## src/core/ext_ops_pkg.sv

```systemverilog
// Package: encodings, widths and carriers for the extended pointer and call instructions
package ext_ops_pkg;

    localparam int INSN_W = 16;
    localparam int PTR_W = 12;
    localparam int PC_W = 21;
    localparam int LIT_W = 6;
    localparam int SEL_W = 2;
    localparam int NUM_PTR = 3;

    // Opcode patterns
    localparam logic [7:0] ADD_PTR_HIGH = 8'hE8;
    localparam logic [INSN_W-1:0] CALL_ACC_OP = 16'h0014;
    localparam logic [SEL_W-1:0] FRAME_SEL = 2'h3;
    localparam logic [SEL_W-1:0] FRAME_PTR_IDX = 2'h2;

    // Opcode field positions
    localparam int OP_HI_LSB = 8;
    localparam int SEL_LSB = 6;

    // Program counter byte positions
    localparam int PCH_LSB = 8;
    localparam int PCU_LSB = 16;
    localparam int PCU_W = 5;

    // Return address is one word further on, two bytes
    localparam logic [PC_W-1:0] PC_STEP = 21'h000002;

    localparam logic [PTR_W-1:0] PTR_RESET = 12'h000;
    localparam logic [PC_W-1:0] PC_RESET = 21'h000000;

    typedef enum logic [1:0] {
        EXEC_ST = 2'b00,
        FRAME_NOP_ST = 2'b01,
        CALL_NOP_ST = 2'b10
    } exec_state_type;

    // Instruction issued by the fetch stage
    typedef struct packed {
        logic valid;
        logic [INSN_W-1:0] word;
        logic [PC_W-1:0] pc;
    } insn_type;

    // Request to the hardware return stack
    typedef struct packed {
        logic push;
        logic pop;
        logic [PC_W-1:0] addr;
    } stack_req_type;

    // Program counter redirect to the fetch stage
    typedef struct packed {
        logic load;
        logic [PC_W-1:0] target;
    } pc_load_type;

endpackage : ext_ops_pkg

```

## src/core/ext_ops_unit.sv

```systemverilog
// Execute unit for add-literal-to-pointer, its frame-return variant and call via accumulator
// ****************************************************************
// Summary of operation
// ****************************************************************
// Summary of operation
// - Selects 0..2: add 6-bit literal to pointer
// - Select 11 means frame-return variant
// - Add literal to frame pointer, then return
// - Frame return: one word, two cycles, nop
// - Call via accumulator pushes pc plus two
// - Low pc byte taken from accumulator
// - Latches fill pc high and upper bytes
// - Call: two cycles, second one a nop
// - Call saves no accumulator, status or bank
// - Frame return touches only frame pointer
// - Extended instructions only when enable set
`timescale 1ns/1ps

module ext_ops_unit
    import ext_ops_pkg::*;
#(
    parameter int NUM_POINTERS = NUM_PTR
)
(
    input wire logic core_clk,
    input wire logic sys_rst,
    input wire logic extended_set_enable,
    input ext_ops_pkg::insn_type insn,
    input wire logic [7:0] working_accumulator_reg,
    input wire logic [7:0] program_latch_high,
    input wire logic [ext_ops_pkg::PCU_W-1:0] program_latch_upper,
    input wire logic [ext_ops_pkg::PC_W-1:0] return_stack_top,
    output ext_ops_pkg::stack_req_type stack_req,
    output ext_ops_pkg::pc_load_type pc_load,
    output logic fetch_hold,
    output logic insn_done,
    output logic [ext_ops_pkg::PTR_W-1:0] file_select_pointer [NUM_POINTERS]
);
    import ext_ops_pkg::*;

    // ****************************************************************
    // Timing overview
    // ****************************************************************
    // Edge 0: a word is taken when valid, enabled and the unit is idle.
    // Edge 1: pointer sums, stack request, pc load and fetch hold appear.
    // Edge 2: a two-cycle op reports done; a word offered in the nop cycle
    // is dropped, so fetch must present it again once the hold is gone.
    // Pointer sums wrap at the pointer width, as the data space does.
    // Status flags live outside this unit and are never driven from here.
    // A word matches at most one of the three ops, so the pointer add and
    // the call need no priority between them.
    // The return stack itself sits outside; this unit only asks for a push
    // or a pop and supplies the address to push.

    // ****************************************************************
    // Decode
    // ****************************************************************
    exec_state_type state_q;
    exec_state_type state_d;
    logic is_add_ptr;
    logic is_frame_ret;
    logic is_call_acc;
    logic [SEL_W-1:0] sel;
    logic [LIT_W-1:0] lit;
    logic issue;
    logic op_hi_hit;
    logic frame_hit;
    logic call_hit;

    // ****************************************************************
    // Field extraction
    // ****************************************************************
    // Select and literal are sliced from every word; they only matter when
    // the high byte matches, so they need no qualification here
    assign sel = insn.word[SEL_LSB +: SEL_W];
    assign lit = insn.word[LIT_W-1:0];

    // New words are taken only when no second cycle is pending
    assign issue = insn.valid && (state_q == EXEC_ST);

    // Raw pattern matches, before enable and issue gating
    assign op_hi_hit = (insn.word[INSN_W-1:OP_HI_LSB] == ADD_PTR_HIGH);
    assign frame_hit = (sel == FRAME_SEL);
    assign call_hit = (insn.word == CALL_ACC_OP);

    // ****************************************************************
    // Decode gating
    // ****************************************************************
    // With the extension disabled every word falls through untouched, so
    // the standard decoder keeps these encodings to itself
    always_comb
    begin
        is_add_ptr = 1'b0;
        is_frame_ret = 1'b0;
        is_call_acc = 1'b0;
        if (issue && extended_set_enable)
        begin
            if (op_hi_hit)
            begin
                is_frame_ret = frame_hit;
                is_add_ptr = !frame_hit;
            end
            if (call_hit)
            begin
                is_call_acc = 1'b1;
            end
        end
    end

    // ****************************************************************
    // Sequencing
    // ****************************************************************
    always_comb
    begin
        state_d = EXEC_ST;
        unique case (state_q)
            EXEC_ST:
            begin
                if (is_frame_ret)
                begin
                    state_d = FRAME_NOP_ST;
                end
                else if (is_call_acc)
                begin
                    state_d = CALL_NOP_ST;
                end
            end
            FRAME_NOP_ST:
            begin
                // Nothing issues; the return target is being fetched
                state_d = EXEC_ST;
            end
            CALL_NOP_ST:
            begin
                // Nothing issues; the call target is being fetched
                state_d = EXEC_ST;
            end
            default:
            begin
                // The unused code recovers to idle rather than locking up
                state_d = EXEC_ST;
            end
        endcase
    end

    always_ff @(posedge core_clk)
    begin
        if (sys_rst)
        begin
            state_q <= EXEC_ST;
        end
        else
        begin
            state_q <= state_d;
        end
    end

    // ****************************************************************
    // Fetch hold and completion
    // ****************************************************************
    // Second cycle does no work; fetch is held for one cycle
    always_ff @(posedge core_clk)
    begin
        if (sys_rst)
        begin
            fetch_hold <= 1'b0;
        end
        else
        begin
            fetch_hold <= is_frame_ret || is_call_acc;
        end
    end

    // Done follows a pointer add at once, or the nop cycle of a two-cycle op
    always_ff @(posedge core_clk)
    begin
        if (sys_rst)
        begin
            insn_done <= 1'b0;
        end
        else
        begin
            insn_done <= is_add_ptr || (state_q != EXEC_ST);
        end
    end

    // ****************************************************************
    // Pointer registers
    // ****************************************************************
    // Add is modulo the pointer width; no flags exist here to alter
    generate
        for (genvar i = 0; i < NUM_POINTERS; i++)
        begin : g_ptr
            always_ff @(posedge core_clk)
            begin
                if (sys_rst)
                begin
                    file_select_pointer[i] <= PTR_RESET;
                end
                else if (is_add_ptr && (sel == SEL_W'(i)))
                begin
                    file_select_pointer[i] <= file_select_pointer[i]
                        + PTR_W'(lit);
                end
                else if (is_frame_ret && (FRAME_PTR_IDX == SEL_W'(i)))
                begin
                    file_select_pointer[i] <= file_select_pointer[i]
                        + PTR_W'(lit);
                end
            end
        end
    endgenerate

    // ****************************************************************
    // Return stack and program counter
    // ****************************************************************
    // Accumulator, status and bank are never written here
    logic [PC_W-1:0] ret_addr;
    logic [PC_W-1:0] call_target;

    // Wraps at the top of program space, as the fetch counter does
    assign ret_addr = insn.pc + PC_STEP;
    // The accumulator replaces the low byte outright; nothing is added to it
    assign call_target = {program_latch_upper, program_latch_high,
        working_accumulator_reg};

    // Stack request; the address is only meaningful with a push
    always_ff @(posedge core_clk)
    begin
        if (sys_rst)
        begin
            stack_req <= '0;
        end
        else
        begin
            stack_req.push <= is_call_acc;
            stack_req.pop <= is_frame_ret;
            stack_req.addr <= ret_addr;
        end
    end

    // Redirect; the target is only meaningful with load
    always_ff @(posedge core_clk)
    begin
        if (sys_rst)
        begin
            pc_load <= '0;
        end
        else
        begin
            pc_load.load <= is_call_acc || is_frame_ret;
            if (is_frame_ret)
            begin
                pc_load.target <= return_stack_top;
            end
            else
            begin
                pc_load.target <= call_target;
            end
        end
    end

endmodule : ext_ops_unit

```

## config.mk

```make
export PLATFORM = sky130hd
export DESIGN_NAME = ext_ops_unit
export DESIGN_NICKNAME = d
export VERILOG_FILES = /design/src/core/ext_ops_pkg.sv /design/src/core/ext_ops_unit.sv
export SDC_FILE = /design/constraint.sdc
export NUM_CORES = 1
export LEC_CHECK = 0
export ABC_AREA = 1
export BUFFER_PORTS_ARGS = -buffer_cell sky130_fd_sc_hd__buf_2
export CORE_ASPECT_RATIO = 0.8
export CORE_MARGIN = 2
export CORE_UTILIZATION = 40
export CTS_CLUSTER_DIAMETER = 30
export DETAILED_ROUTE_END_ITERATION = 10
export GPL_TIMING_DRIVEN = 0
export PLACE_DENSITY = 0.67
export SLEW_MARGIN = 25
export SYNTH_ARGS = -nofsm -noshare
export SYNTH_HDL_FRONTEND = slang
export SYNTH_SLANG_ARGS = --single-unit
```

## constraint.sdc

```tcl
create_clock -name core_clk -period 2.15 [get_ports core_clk]
set_clock_uncertainty 0.2 [all_clocks]
set_input_delay 0.43 -clock core_clk [delete_from_list [all_inputs] [get_ports core_clk]]
set_output_delay 0.43 -clock core_clk [all_outputs]
set_load 0.1 [all_outputs]
```

# ---- After elaboration in Yosys (flattened, before gate mapping)
# Cells that the tools add are included.
dict set report word_totals {
  word_cells 46
  latch_bits 0
  ff_bits 84
  out_inout_bits 83
  memories 0
  in_bits 83
  mem_bits_rw 0
  rom_bits 0
}
dict set report classes {
  n_mul 0
  div_mod_pow 0
  eq_ne 5
  addsub 4
  bitwise_logic 1
  n_lt_le_gt_ge 0
  reduce_logical 14
  shifts 0
  mux 11
}
# operator count
set ops {}
lappend ops {{$add 12x6->12} 3}
lappend ops {{$mux 12} 2}
lappend ops {{$add 21x2->21 const B} 1}
lappend ops {{$mux 21} 1}
lappend ops {{$eq 16x5->1 const B} 1}
lappend ops {{$eq 8x8->1 const B} 1}
lappend ops {{$mux 1} 7}
lappend ops {{$logic_and 1x1->1} 5}
lappend ops {{$eq 2x2->1 const B} 2}
lappend ops {{$logic_not 2->1} 2}
lappend ops {{$reduce_bool 2->1} 2}
lappend ops {{$reduce_or 3->1} 1}
lappend ops {{$eq 2x1->1 const B} 1}
lappend ops {{$logic_or 1x1->1} 2}
lappend ops {{$mux 2} 1}
lappend ops {{$reduce_or 2->1} 1}
lappend ops {{$logic_not 1->1} 1}
lappend ops {{$not 1->1} 1}

# ---- Longest topological paths before layout
# Gate-level depths: netlist (run 1).
dict set report logic_depth {
  depth_word 6
  mapped_depth 11
  depth_no_buf 11
}

# ---- Least setup slack after synthesis (run 1)
# OpenSTA, ideal clock, no wires.
dict set report synth_timing {
  path_type {flip-flop to flip-flop}
  startpoint {register file_select_pointer[0] (netlist name)}
  endpoint {register file_select_pointer[8] (netlist name)}
  setup_time_ns 0.119
  path_stages_with_launch 10
  required_time_ns 1.831
  t_arrival_ns 2.035
  setup_slack_ns -0.204
  n_path_buf 0
  period_less_slack_ns 2.354
  cell_sequence {dfxtp_1 ha_1 fa_1 nand3_1 nand3_1 nand2_1 nand2_1 nand4_1 nand2_1 nor2_1}
}
dict set report synth_between {
  elab_chain_cells 3
}
# element line_no
set synth_lines {}
lappend synth_lines {{start, declared} ext_ops_unit.sv:37} ;# output logic [ext_ops_pkg::PTR_W-1:0] file_select_pointer [NUM_POINTERS]
lappend synth_lines {{start signal, assigned by index} ext_ops_unit.sv:202} ;# file_select_pointer[i] <= file_select_pointer[i]
lappend synth_lines {{start signal, assigned by index} ext_ops_unit.sv:207} ;# file_select_pointer[i] <= file_select_pointer[i]
lappend synth_lines {{$add 12x6->12 *} {ext_ops_unit.sv:203, ext_ops_unit.sv:208}}
lappend synth_lines {{$mux 12} ext_ops_unit.sv:205} ;# else if (is_frame_ret && (FRAME_PTR_IDX == SEL_W'(i)))
lappend synth_lines {{$mux 12 *} ext_ops_unit.sv:200} ;# else if (is_add_ptr && (sel == SEL_W'(i)))
# Mark *: on every way between the ends. The rest lies on a longest branch, timed or not. The select of a mux whose other input is x is not followed.
# A chain may end at the register's enable or synchronous reset.

# ---- Final worst setup path (run 1)
dict set report layout_timing {
  startpoint {register file_select_pointer[24] (netlist name)}
  endpoint {register file_select_pointer[30] (netlist name)}
}
dict set report layout_between {
  elab_chain_cells 1
}
# element line_no
set layout_lines {}
lappend layout_lines {{$add 12x6->12} ext_ops_unit.sv:203} ;# + PTR_W'(lit);
# No other way between the ends.

==> flow_summary.toml, run 1 <==
[sta]
grt_setup_unrepaired = "false"
fmax_mhz = 514.0
relSlewSlack = 0.5636
min_period_ns = 1.945
tightest_slew_ns = 0.6546
fin_hold_ws_ns = 0.1019
finalMaxSlewViolations = 0
hold_viol = 0
setup_viol = 0
setup_tns_ns = 0
min_period_over_period = 0.9048

[worst_setup_path]
reg2reg_to = "file_select_pointer[30]"
critPathMaxFanout = 6
ff2ff_path_depth = 8
crit_arrival_ns = 1.94
critPathLaunch = "file_select_pointer[24]"
rrSetupSlack_ns = 0.20
critPathRequiredTime_ns = 2.14
r2r-start = "file_select_pointer[24]"
start_kind = "flip-flop"
crit_type = "flip-flop to flip-flop"
end_kind = "flip-flop"

[clock_tree]
cts_resized = 0
clockRootBuffer = "clkbuf_16"
clk_latency_ns = 0.34
cts_sinks = 84
post-cts-setup-buffers = 0
htreeDepth = 3
cts.clk_slew.worst_paths_ns = 0.06
cts_buffer_depth = 2
cts-buffers-inserted = 9
cts_tree = "built"
hold_buffers = 0

[hold_path]
hp-start = "insn[0]"
hold_path_class = "input port to flip-flop"
min_path_cells = 3
hold_end = "stack_req[0]"

[synth]
synth.avg_cell_area_sq_um = 6.800
synth.net_count = 747
ys_seq_area_frac = 0.3852
synth_area_leaders = "dfxtp_1, nand2_1, nor2_1"
yosys_warnings = 0
yosys_most_used_dff = "dfxtp_1"
ys_types = 33
yosysMostFrequentCell = "nand2_1"
syn_inst = 642
netlist_area_sq_um = 4365
synth_edf_count = 0
synth_top_area_share = 0.3852
yosysTopAreaCell = "dfxtp_1"
synthTopCellsByCount = "nand2_1, nor2_1, inv_1"
async_flop_share = 0
ys_ff_latch = 84

[route]
drc = 0
dr.first_iter.drc_count = 305
dr_wl_met2_mm = 5.705
dr.pass1.iters = 5
drt-total-wl_mm = 12.24
vias_per_cell = 4.690
vias = 4540
post_drt_wl_per_cell_microns = 12.64
wl_met3_microns = 692
routed.top_layer = "met4"
wl_met1_mm = 5.653
detail-route-antenna-nets = 0

[place]
place_hpwl_mm = 9.464
placed_cells = 951
detailed_place.area_sq_um = 5394
io_buffers = 165
gp_congestion = 0.8877

[floorplan]
core_area_sq_um = 10760
ios = 166
row_count = 34
die_h_microns = 97.44
die_w_microns = 120.8
die_area_sq_um = 11770
initial_core_util = 0.4056

[grt]
grt_usage = 0.2059
grt_pass1_vias = 4205
grt_max_degree = 16
grt_pass1_wl_mm = 19.24
grt-ovfl-total = 0
antenna_found_initial = 1

[pwr]
ir_drop_mv = 0.3634
p_sw_frac = 0.3011
powerDensity_nw_per_um2 = 674.3
pwr-share-seq = 0.418
power_leakage_uw = 0.003128
switchingPower_uw = 1158
comb_power_share = 0.168
p_int_uw = 2689
p_clk_frac = 0.414

[final_layout]
fillCellCount = 1072
nNetsFinal = 923
layoutNonFillerInstCount = 968
syn2layout_area_growth_pct = 30.70
layout-drive-gt1-share = 0.2673
final_cell_area_sq_um = 5705

[job]
max_cap_violations = 0

[run_status]
status = "finished clean"
-- cell usage in the layout, fill, tap and decap left out, drive strengths merged --
master,synthesis,layout
inv,87,90
nand3,25,25
a31oi,3,3
nor3,15,15
or2,1,1
buf,12,177
ha,19,19
a21oi,41,41
o211ai,1,1
nand4,11,11
nand2,159,159
xor2,1,1
xnor2,13,13
and3b,1,1
o22ai,1,1
clkbuf,7,17
nor2,121,121
clkinv,1,3
nand3b,3,3
o21a,2,2
and3,1,1
bufinv,0,1
diode,0,1
dfxtp,84,84
o21ai,25,25
fa,3,3
a21boi,3,3
nor4,2,2
-- worst max-delay path, cell delays in order (launching register included) --
cell and delay [ns]:
dfxtp_2 0.33, ha_1 0.21, fa_1 0.40, nand3_1 0.10, nand2_1 0.10, nand2_1 0.07
nand2_1 0.15, a21oi_1 0.19, nor3_1 0.05
-- logic make-up (layout without fill, tap and decap cells) --
family          count (synthesis)  count (layout)  share of synthesized area
simple gates                  339             339                     0.3250
fa+ha+maj                      22              22                    0.06822
flops                          84              84                     0.3852
other cells                     0               1                          0
xor+xnor                       14              14                    0.02809
compound gates                 76              76                    0.09172
buf+inv                       107             288                     0.1017
-- registers in the layout, summed over array words and instances (netlist names) --
| name | count |
|---|---|
| file_select_pointer | 36 |
| insn_done | 1 |
| pc_load | 22 |
| stack_req | 23 |
| state_q | 2 |
-- through the flow --
stage                     utilization  total power (uW)  worst slack [ns]
after CTS                      0.5299              3899            0.2280
after global routing           0.5301              4007           0.09868
final                          0.5301              3847            0.2046
after detailed placement       0.5012              2291          -0.05389
after global placement         0.5012              2282          -0.02393
after floorplan                     -              2107            0.1211
-- layer usage --
| layer | vias to the layer above | global-route usage |
|---|---|---|
| met5 | - | 0 |
| met4 | 0 | 0.07335 |
| met3 | 17 | 0.05164 |
| met2 | 148 | 0.3368 |
| met1 | 1999 | 0.2629 |
| li1 | 2376 | - |
-- power groups by stage --
stage,logic [uW],registers [uW],clock network (uW)
after floorplan,143,1960,0
after global placement,638,1640,0
after detailed placement,646,1650,0
after CTS,647,1610,1640
after global routing,689,1610,1710
final,646,1610,1590
-- area by class of cell --
type	count	area, sq um	area share
Antenna cell	1	2.502	0.0004386
Inverter	88	330.3	0.05789
Sequential cell	84	1704	0.2987
Timing Repair Buffer	165	825.8	0.1447
Buffer	19	113.9	0.01996
Clock buffer	10	239.0	0.04189
Tap cell	144	180.2	0.03158
Multi-Input combinational cell	451	2240	0.3925
Clock inverter	6	70.07	0.01228
-- worst max-delay path by stage --
| stage | slack [ns] | endpoint | cells after the start |
|---|---|---|---|
| after floorplan | 0.12 | file_select_pointer[8] | 8 |
| final | 0.20 | file_select_pointer[30] | 8 |
| after CTS | 0.23 | file_select_pointer[30] | 8 |
| after global placement | -0.02 | file_select_pointer[8] | 9 |
| after detailed placement | -0.05 | file_select_pointer[30] | 9 |
| after global routing | 0.1 | file_select_pointer[30] | 8 |
Note: power is estimated with default switching activity, not from simulation.
==> run 2, diff against run 1 <==
--- a/constraint.sdc
+++ b/constraint.sdc
@@ -4,2 +4,2 @@
 set_output_delay 0.43 -clock core_clk [all_outputs]
-set_load 0.1 [all_outputs]
+set_load 0.02 [all_outputs]
==> run 2 against run 1 <==
Count of clock-buffer cells in the layout is 1 lower; sequential share of layout area fell by 0.36 points; maximum frequency grew 0.26%; cell count is 0.31% lower; clock power up 8%; setup slack gained 0.0050 ns; combinational power decreased by 40%; worst hold slack lost 0.0085 ns; cell area decreased by 0.11%; critical endpoint is now file_select_pointer[18].
==> flow_summary.toml, run 2 (synthesis gave the netlist of run 1 again) <==
[clock_tree]
clk_latency_ns = 0.34
cts_buffer_depth = 2
htreeDepth = 3
cts_tree = "built"
clockRootBuffer = "clkbuf_16"
hold_buffers = 0
cts_sinks = 84
post-cts-setup-buffers = 0
cts-buffers-inserted = 9
cts_resized = 0
cts.clk_slew.worst_paths_ns = 0.06

[route]
dr.pass1.iters = 5
drt-total-wl_mm = 12.18
wl_met3_microns = 759
dr_wl_met2_mm = 5.820
detail-route-antenna-nets = 0
dr.first_iter.drc_count = 201
vias = 4590
wl_met1_mm = 5.408
drc = 0
vias_per_cell = 4.756
post_drt_wl_per_cell_microns = 12.62
routed.top_layer = "met4"

[worst_setup_path]
cpMostUsedCell = "nand2_1"
critPathMaxFanout = 6
crit_type = "flip-flop to flip-flop"
cpMaxStageDelayCell = "fa_1"
critPathRequiredTime_ns = 2.21
reg2reg_to = "file_select_pointer[18]"
crit_arrival_ns = 2.00
start_kind = "flip-flop"
ff2ff_path_depth = 9
cp_slowest_stage_delay_ns = 0.41
crit_chain = "ha_1 -> fa_1 -> nand3_1 -> nand2_1 -> nand2_1 -> nand2_1 -> nand2_1 -> nor2_1 -> nor3_1"
r2r-start = "file_select_pointer[12]"
rrSetupSlack_ns = 0.21
end_kind = "flip-flop"

[final_layout]
largest_reg_flops = 36
final_cell_area_sq_um = 5699
syn2layout_area_growth_pct = 30.55
layout_common_cells = "buf_2, nand2_1, nor2_1"
nNetsFinal = 923
largest_register = "file_select_pointer"
antenna_cells = 0
final_common_cell = "buf_2"
layout-drive-gt1-share = 0.2436
reg.largest.list = "file_select_pointer: 36 flops, stack_req: 23 flops, pc_load: 22 flops"

[pwr]
power_leakage_uw = 0.003122
p_clk_frac = 0.462
p_int_uw = 2865
comb_power_share = 0.104
p_sw_frac = 0.2274
powerDensity_nw_per_um2 = 650.6
pwr-share-seq = 0.434
ir_drop_mv = 0.3540
switchingPower_uw = 843.3

[grt]
grt_max_degree = 14
antenna_found_initial = 0
grt_pass1_vias = 4138
grt-ovfl-total = 0
grt_pass1_wl_mm = 19.48
grt_usage = 0.2109

[sta]
fin_ws_ns = 0.2096
setup_viol = 0
min_period_ns = 1.940
grt_setup_unrepaired = "false"
fmax_mhz = 515.4
finalMaxSlewViolations = 0
tightest_slew_ns = 0.6752
relSlewSlack = 0.5499
min_period_over_period = 0.9025
hold_viol = 0

[hold_path]
hp-start = "insn[0]"
hold_path_class = "input port to flip-flop"
min_path_cells = 3
hold_end = "stack_req[0]"

[floorplan]
initial_core_util = 0.4056
die_area_sq_um = 11770
die_h_microns = 97.44
die_w_microns = 120.8
core_area_sq_um = 10760
row_count = 34
ios = 166

[run_status]
status = "finished clean"

[place]
place_hpwl_mm = 9.646
io_buffers = 165
gp_congestion = 0.8997
detailed_place.area_sq_um = 5371
place_ws_ns = -0.04680

[job]
max_cap_violations = 0
==> run 2: area by class of cell <==
cell class	count	area, sq um
plain buffers	19	113.9
clock buffers	9	225.2
multi-input cells	451	2240
fillers	1092	5064
inverters	88	330.3
well taps	144	180.2
flip-flops and latches	84	1682
clock inverters	5	102.6
repair buffers	165	825.8
==> run 2: worst max-delay path: cells and delay by family (launching register included) <==
family	cells	cell delay, ns
adders and majority gates	2	0.63
DFF	1	0.32
and+or+nand+nor	7	0.71
==> run 2: routing by layer <==
metal,GRT usage,up-vias
met2,0.3555,153
met3,0.05458,19
met4,0.07245,0
met5,0,-
met1,0.2603,2056
li1,-,2362
==> run 2: worst max-delay path by stage <==
stage | start | to | slack, ns | cells past startpoint
3_3_place_gp | insn[21] | file_select_pointer[18] | -0.02 | 9
5_1_grt | file_select_pointer[12] | file_select_pointer[18] | 0.05 | 9
4_1_cts | file_select_pointer[12] | file_select_pointer[18] | 0.21 | 9
3_5_place_dp | insn[21] | file_select_pointer[18] | -0.05 | 9
6_report | file_select_pointer[12] | file_select_pointer[18] | 0.21 | 9
2_1_floorplan | insn[21] | file_select_pointer[8] | 0.26 | 8
==> run 2: per-stage QoR <==
| step | TNS (ns) | power [uW] | cells | hold slack [ns] | util |
|---|---|---|---|---|---|
| 3_5_place_dp | -0.2371 | 2031 | 951 | 0.2542 | 0.4991 |
| 5_1_grt | 0 | 3859 | 965 | 0.1019 | 0.5295 |
| 6_report | 0 | 3708 | 965 | 0.09334 | 0.5295 |
| 2_1_floorplan | 0 | 1845 | 642 | 0.3024 | - |
| 3_3_place_gp | -0.04573 | 2022 | 951 | 0.2496 | 0.4991 |
| 4_1_cts | 0 | 3747 | 965 | 0.09016 | 0.5295 |
==> run 2: power groups by stage <==
stage / Sequential (uW) / Clock (uW) / Combinational, uW
5_1_grt: 1610 / 1820 / 426
2_1_floorplan: 1700 / 0 / 143
3_5_place_dp: 1640 / 0 / 386
3_3_place_gp: 1640 / 0 / 378
4_1_cts: 1610 / 1750 / 387
6_report: 1610 / 1710 / 387
==> run 3, diff against run 2 <==
Settings changed: ABC_AREA 1 to not set, CTS_CLUSTER_SIZE set to 40, PLACE_DENSITY 0.67 to 0.68, RECOVER_POWER set to 50.
==> run 3 against run 2 <==
The flow now finishes with violations (negative setup slack); sequential share of layout area fell by 2.2 points; synthesized cell count fell by 27%; global-route usage rose by 1.3 points; highest routed layer unchanged; via count fell by 7.6%; clock power fell by 11%.
==> flow_summary.toml, run 3 <==
[synth]
ys_types = 55
synth.avg_cell_area_sq_um = 8.692
yosysTopAreaCell = "dfxtp_1"
yosysMostFrequentCell = "dfxtp_1"
synth_top_area_share = 0.4116
synth.net_count = 575
yosys_most_used_dff = "dfxtp_1"
synth_area_leaders = "dfxtp_1, nand2_1, ha_1"
ys_ff_latch = 84
async_flop_share = 0
yosys_warnings = 0
ys_seq_area_frac = 0.4116
synth_edf_count = 0
syn_inst = 470
synthTopCellsByCount = "dfxtp_1, nand2_1, nor2_1"
netlist_area_sq_um = 4085

[route]
post_drt_wl_per_cell_microns = 16.22
drt-total-wl_mm = 13.27
dr.first_iter.drc_count = 207
vias = 4241
dr.pass1.iters = 5
detail-route-antenna-nets = 0
vias_per_cell = 5.185
drc = 0

[sta]
tightest_slew_ns = 0.8504
hold_viol = 0
fin_ws_ns = -0.2776
finalMaxSlewViolations = 0
setup_viol = 55
grt_setup_unrepaired = "true"
min_period_over_period = 1.129
fmax_mhz = 411.9
setup_tns_ns = -7.593
relSlewSlack = 0.4251
min_period_ns = 2.428
fin_hold_ws_ns = 0.1045

[final_layout]
final_cell_area_sq_um = 6172
largest_reg_flops = 36
final_common_cell = "buf_2"
layout_common_cells = "buf_2, dfxtp_1, clkbuf_1"
multiInputGateArea_sq_um = 2759
antenna_cells = 0
register_area_sq_um = 1685
fillCellCount = 889
syn2layout_area_growth_pct = 51.09
layout-drive-gt1-share = 0.4106
layoutNonFillerInstCount = 818
reg.largest.list = "file_select_pointer: 36 flops, stack_req: 23 flops, pc_load: 22 flops"
largest_register = "file_select_pointer"
nNetsFinal = 782
utilization = 0.6318

[floorplan]
die_h_microns = 94.39
die_w_microns = 117.0
core_area_sq_um = 9769
die_area_sq_um = 11040
row_count = 32
ios = 166
initial_core_util = 0.4182

[pwr]
ir_drop_mv = 0.5161
switchingPower_uw = 892.5
power_leakage_uw = 0.002704
p_clk_frac = 0.430
comb_power_share = 0.115
pwr-share-seq = 0.455
powerDensity_nw_per_um2 = 574.0
p_int_uw = 2650
p_sw_frac = 0.2519

[worst_setup_path]
crit_type = "input port to flip-flop"
critPathRequiredTime_ns = 2.16
crit_arrival_ns = 2.44
end_kind = "flip-flop"
start_kind = "input port"
critPathMaxFanout = 7
cp_slowest_stage_delay_ns = 0.70
cpMaxStageDelayCell = "nor4_1"
worst-path-buf-inv = 2
crit_chain = "buf_2 -> or4b_4 -> buf_6 -> nor4_1 -> nand3_1 -> mux2_1"
critPathTopFamily = "simple AND/OR/NAND/NOR gates"

[clock_tree]
clockRootBuffer = "clkbuf_16"
cts-buffers-inserted = 9
cts_buffer_depth = 2
cts.clk_slew.worst_paths_ns = 0.06
htreeDepth = 3
cts_sinks = 84
clk_latency_ns = 0.33
cts_tree = "built"

[grt]
grt_pass1_wl_mm = 18.97
grt_pass1_vias = 3920
grt-ovfl-total = 0
antenna_found_initial = 0
grt_usage = 0.2238
grt_max_degree = 15

[place]
placed_cells = 771
io_buffers = 165
place_hpwl_mm = 9.263
detailed_place.area_sq_um = 5187
gp_congestion = 0.8169

[run_status]
violations = "negative setup slack"
status = "finished, violations left"

[job]
max_cap_violations = 0

[hold_path]
hold_path_class = "input port to flip-flop"
-- run 3: changes by cell type in the layout (fill, tap and decap cells not counted), sizes merged, moves of 11 or more --
| cell | previous run | this run |
|---|---|---|
| buf | 177 | 151 |
| a211oi | 0 | 11 |
| inv | 87 | 6 |
| nand2 | 159 | 69 |
| clkbuf | 16 | 74 |
| nand3 | 25 | 14 |
| xor2 | 1 | 17 |
| nor2 | 121 | 55 |
-- run 3: worst paths after layout --
kind                       endpoint                   start  cells after the start  slack, ns
max reg2reg  file_select_pointer[7]              state_q[0]                      4      -0.25
min                    stack_req[1]                 insn[1]                      2       0.10
min reg2reg  file_select_pointer[3]  file_select_pointer[3]                      2       0.27
max          file_select_pointer[7]                insn[30]                      6      -0.28
-- run 3: cell type report --
class	count	share of cell area
Buffer	18	0.02412
Clock buffer	10	0.03710
Clock inverter	6	0.01054
Inverter	6	0.003649
Multi-Input combinational cell	361	0.4470
Sequential cell	84	0.2731
Tap cell	136	0.02757
Timing Repair Buffer	197	0.1770
-- run 3: kinds of logic (layout without fill, tap and decap cells) --
family | Yosys count | after routing | synth area share
buffers and inverters | 25 | 237 | 0.02940
flip-flops | 84 | 84 | 0.4116
AO/OA/AOI/OAI | 94 | 94 | 0.1387
adder cells (fa/ha/maj) | 22 | 22 | 0.07290
multiplexers | 10 | 10 | 0.02634
XOR/XNOR | 28 | 28 | 0.06003
AND/OR/NAND/NOR | 207 | 207 | 0.2609
-- run 3: power groups by stage --
stage               Sequential, uW  Clock, uW  Combinational, uW
CTS                           1610       1560                392
global route                  1620       1620                442
floorplan                     1700          0                131
finish                        1610       1520                409
global placement              1640          0                367
detailed placement            1650          0                376
-- run 3: layer usage --
| metal | track usage | share of wire | vias to the layer above |
|---|---|---|---|
| li1 | - | - | 2066 |
| met4 | 0.07549 | 0.015 | 0 |
| met5 | 0 | 0 | - |
| met3 | 0.05841 | 0.061 | 12 |
| met2 | 0.3921 | 0.50 | 126 |
| met1 | 0.2662 | 0.42 | 2037 |
-- run 3: repair_timing --
item                       in CTS  in global routing
setup buffers                  17                 12
gates resized for setup        45                 99
hold buffers                    0                  0
gates cloned                    4                  0
setup endpoints to repair      56                 76
pin swaps                      33                 27
-- run 3: metrics by stage --
stage,setup slack (ns),total power [uW]
5_1_grt,-0.3044,3682
3_3_place_gp,-0.6575,2010
2_1_floorplan,-0.3432,1834
6_report,-0.2776,3543
4_1_cts,-0.2129,3560
3_5_place_dp,-0.6934,2021
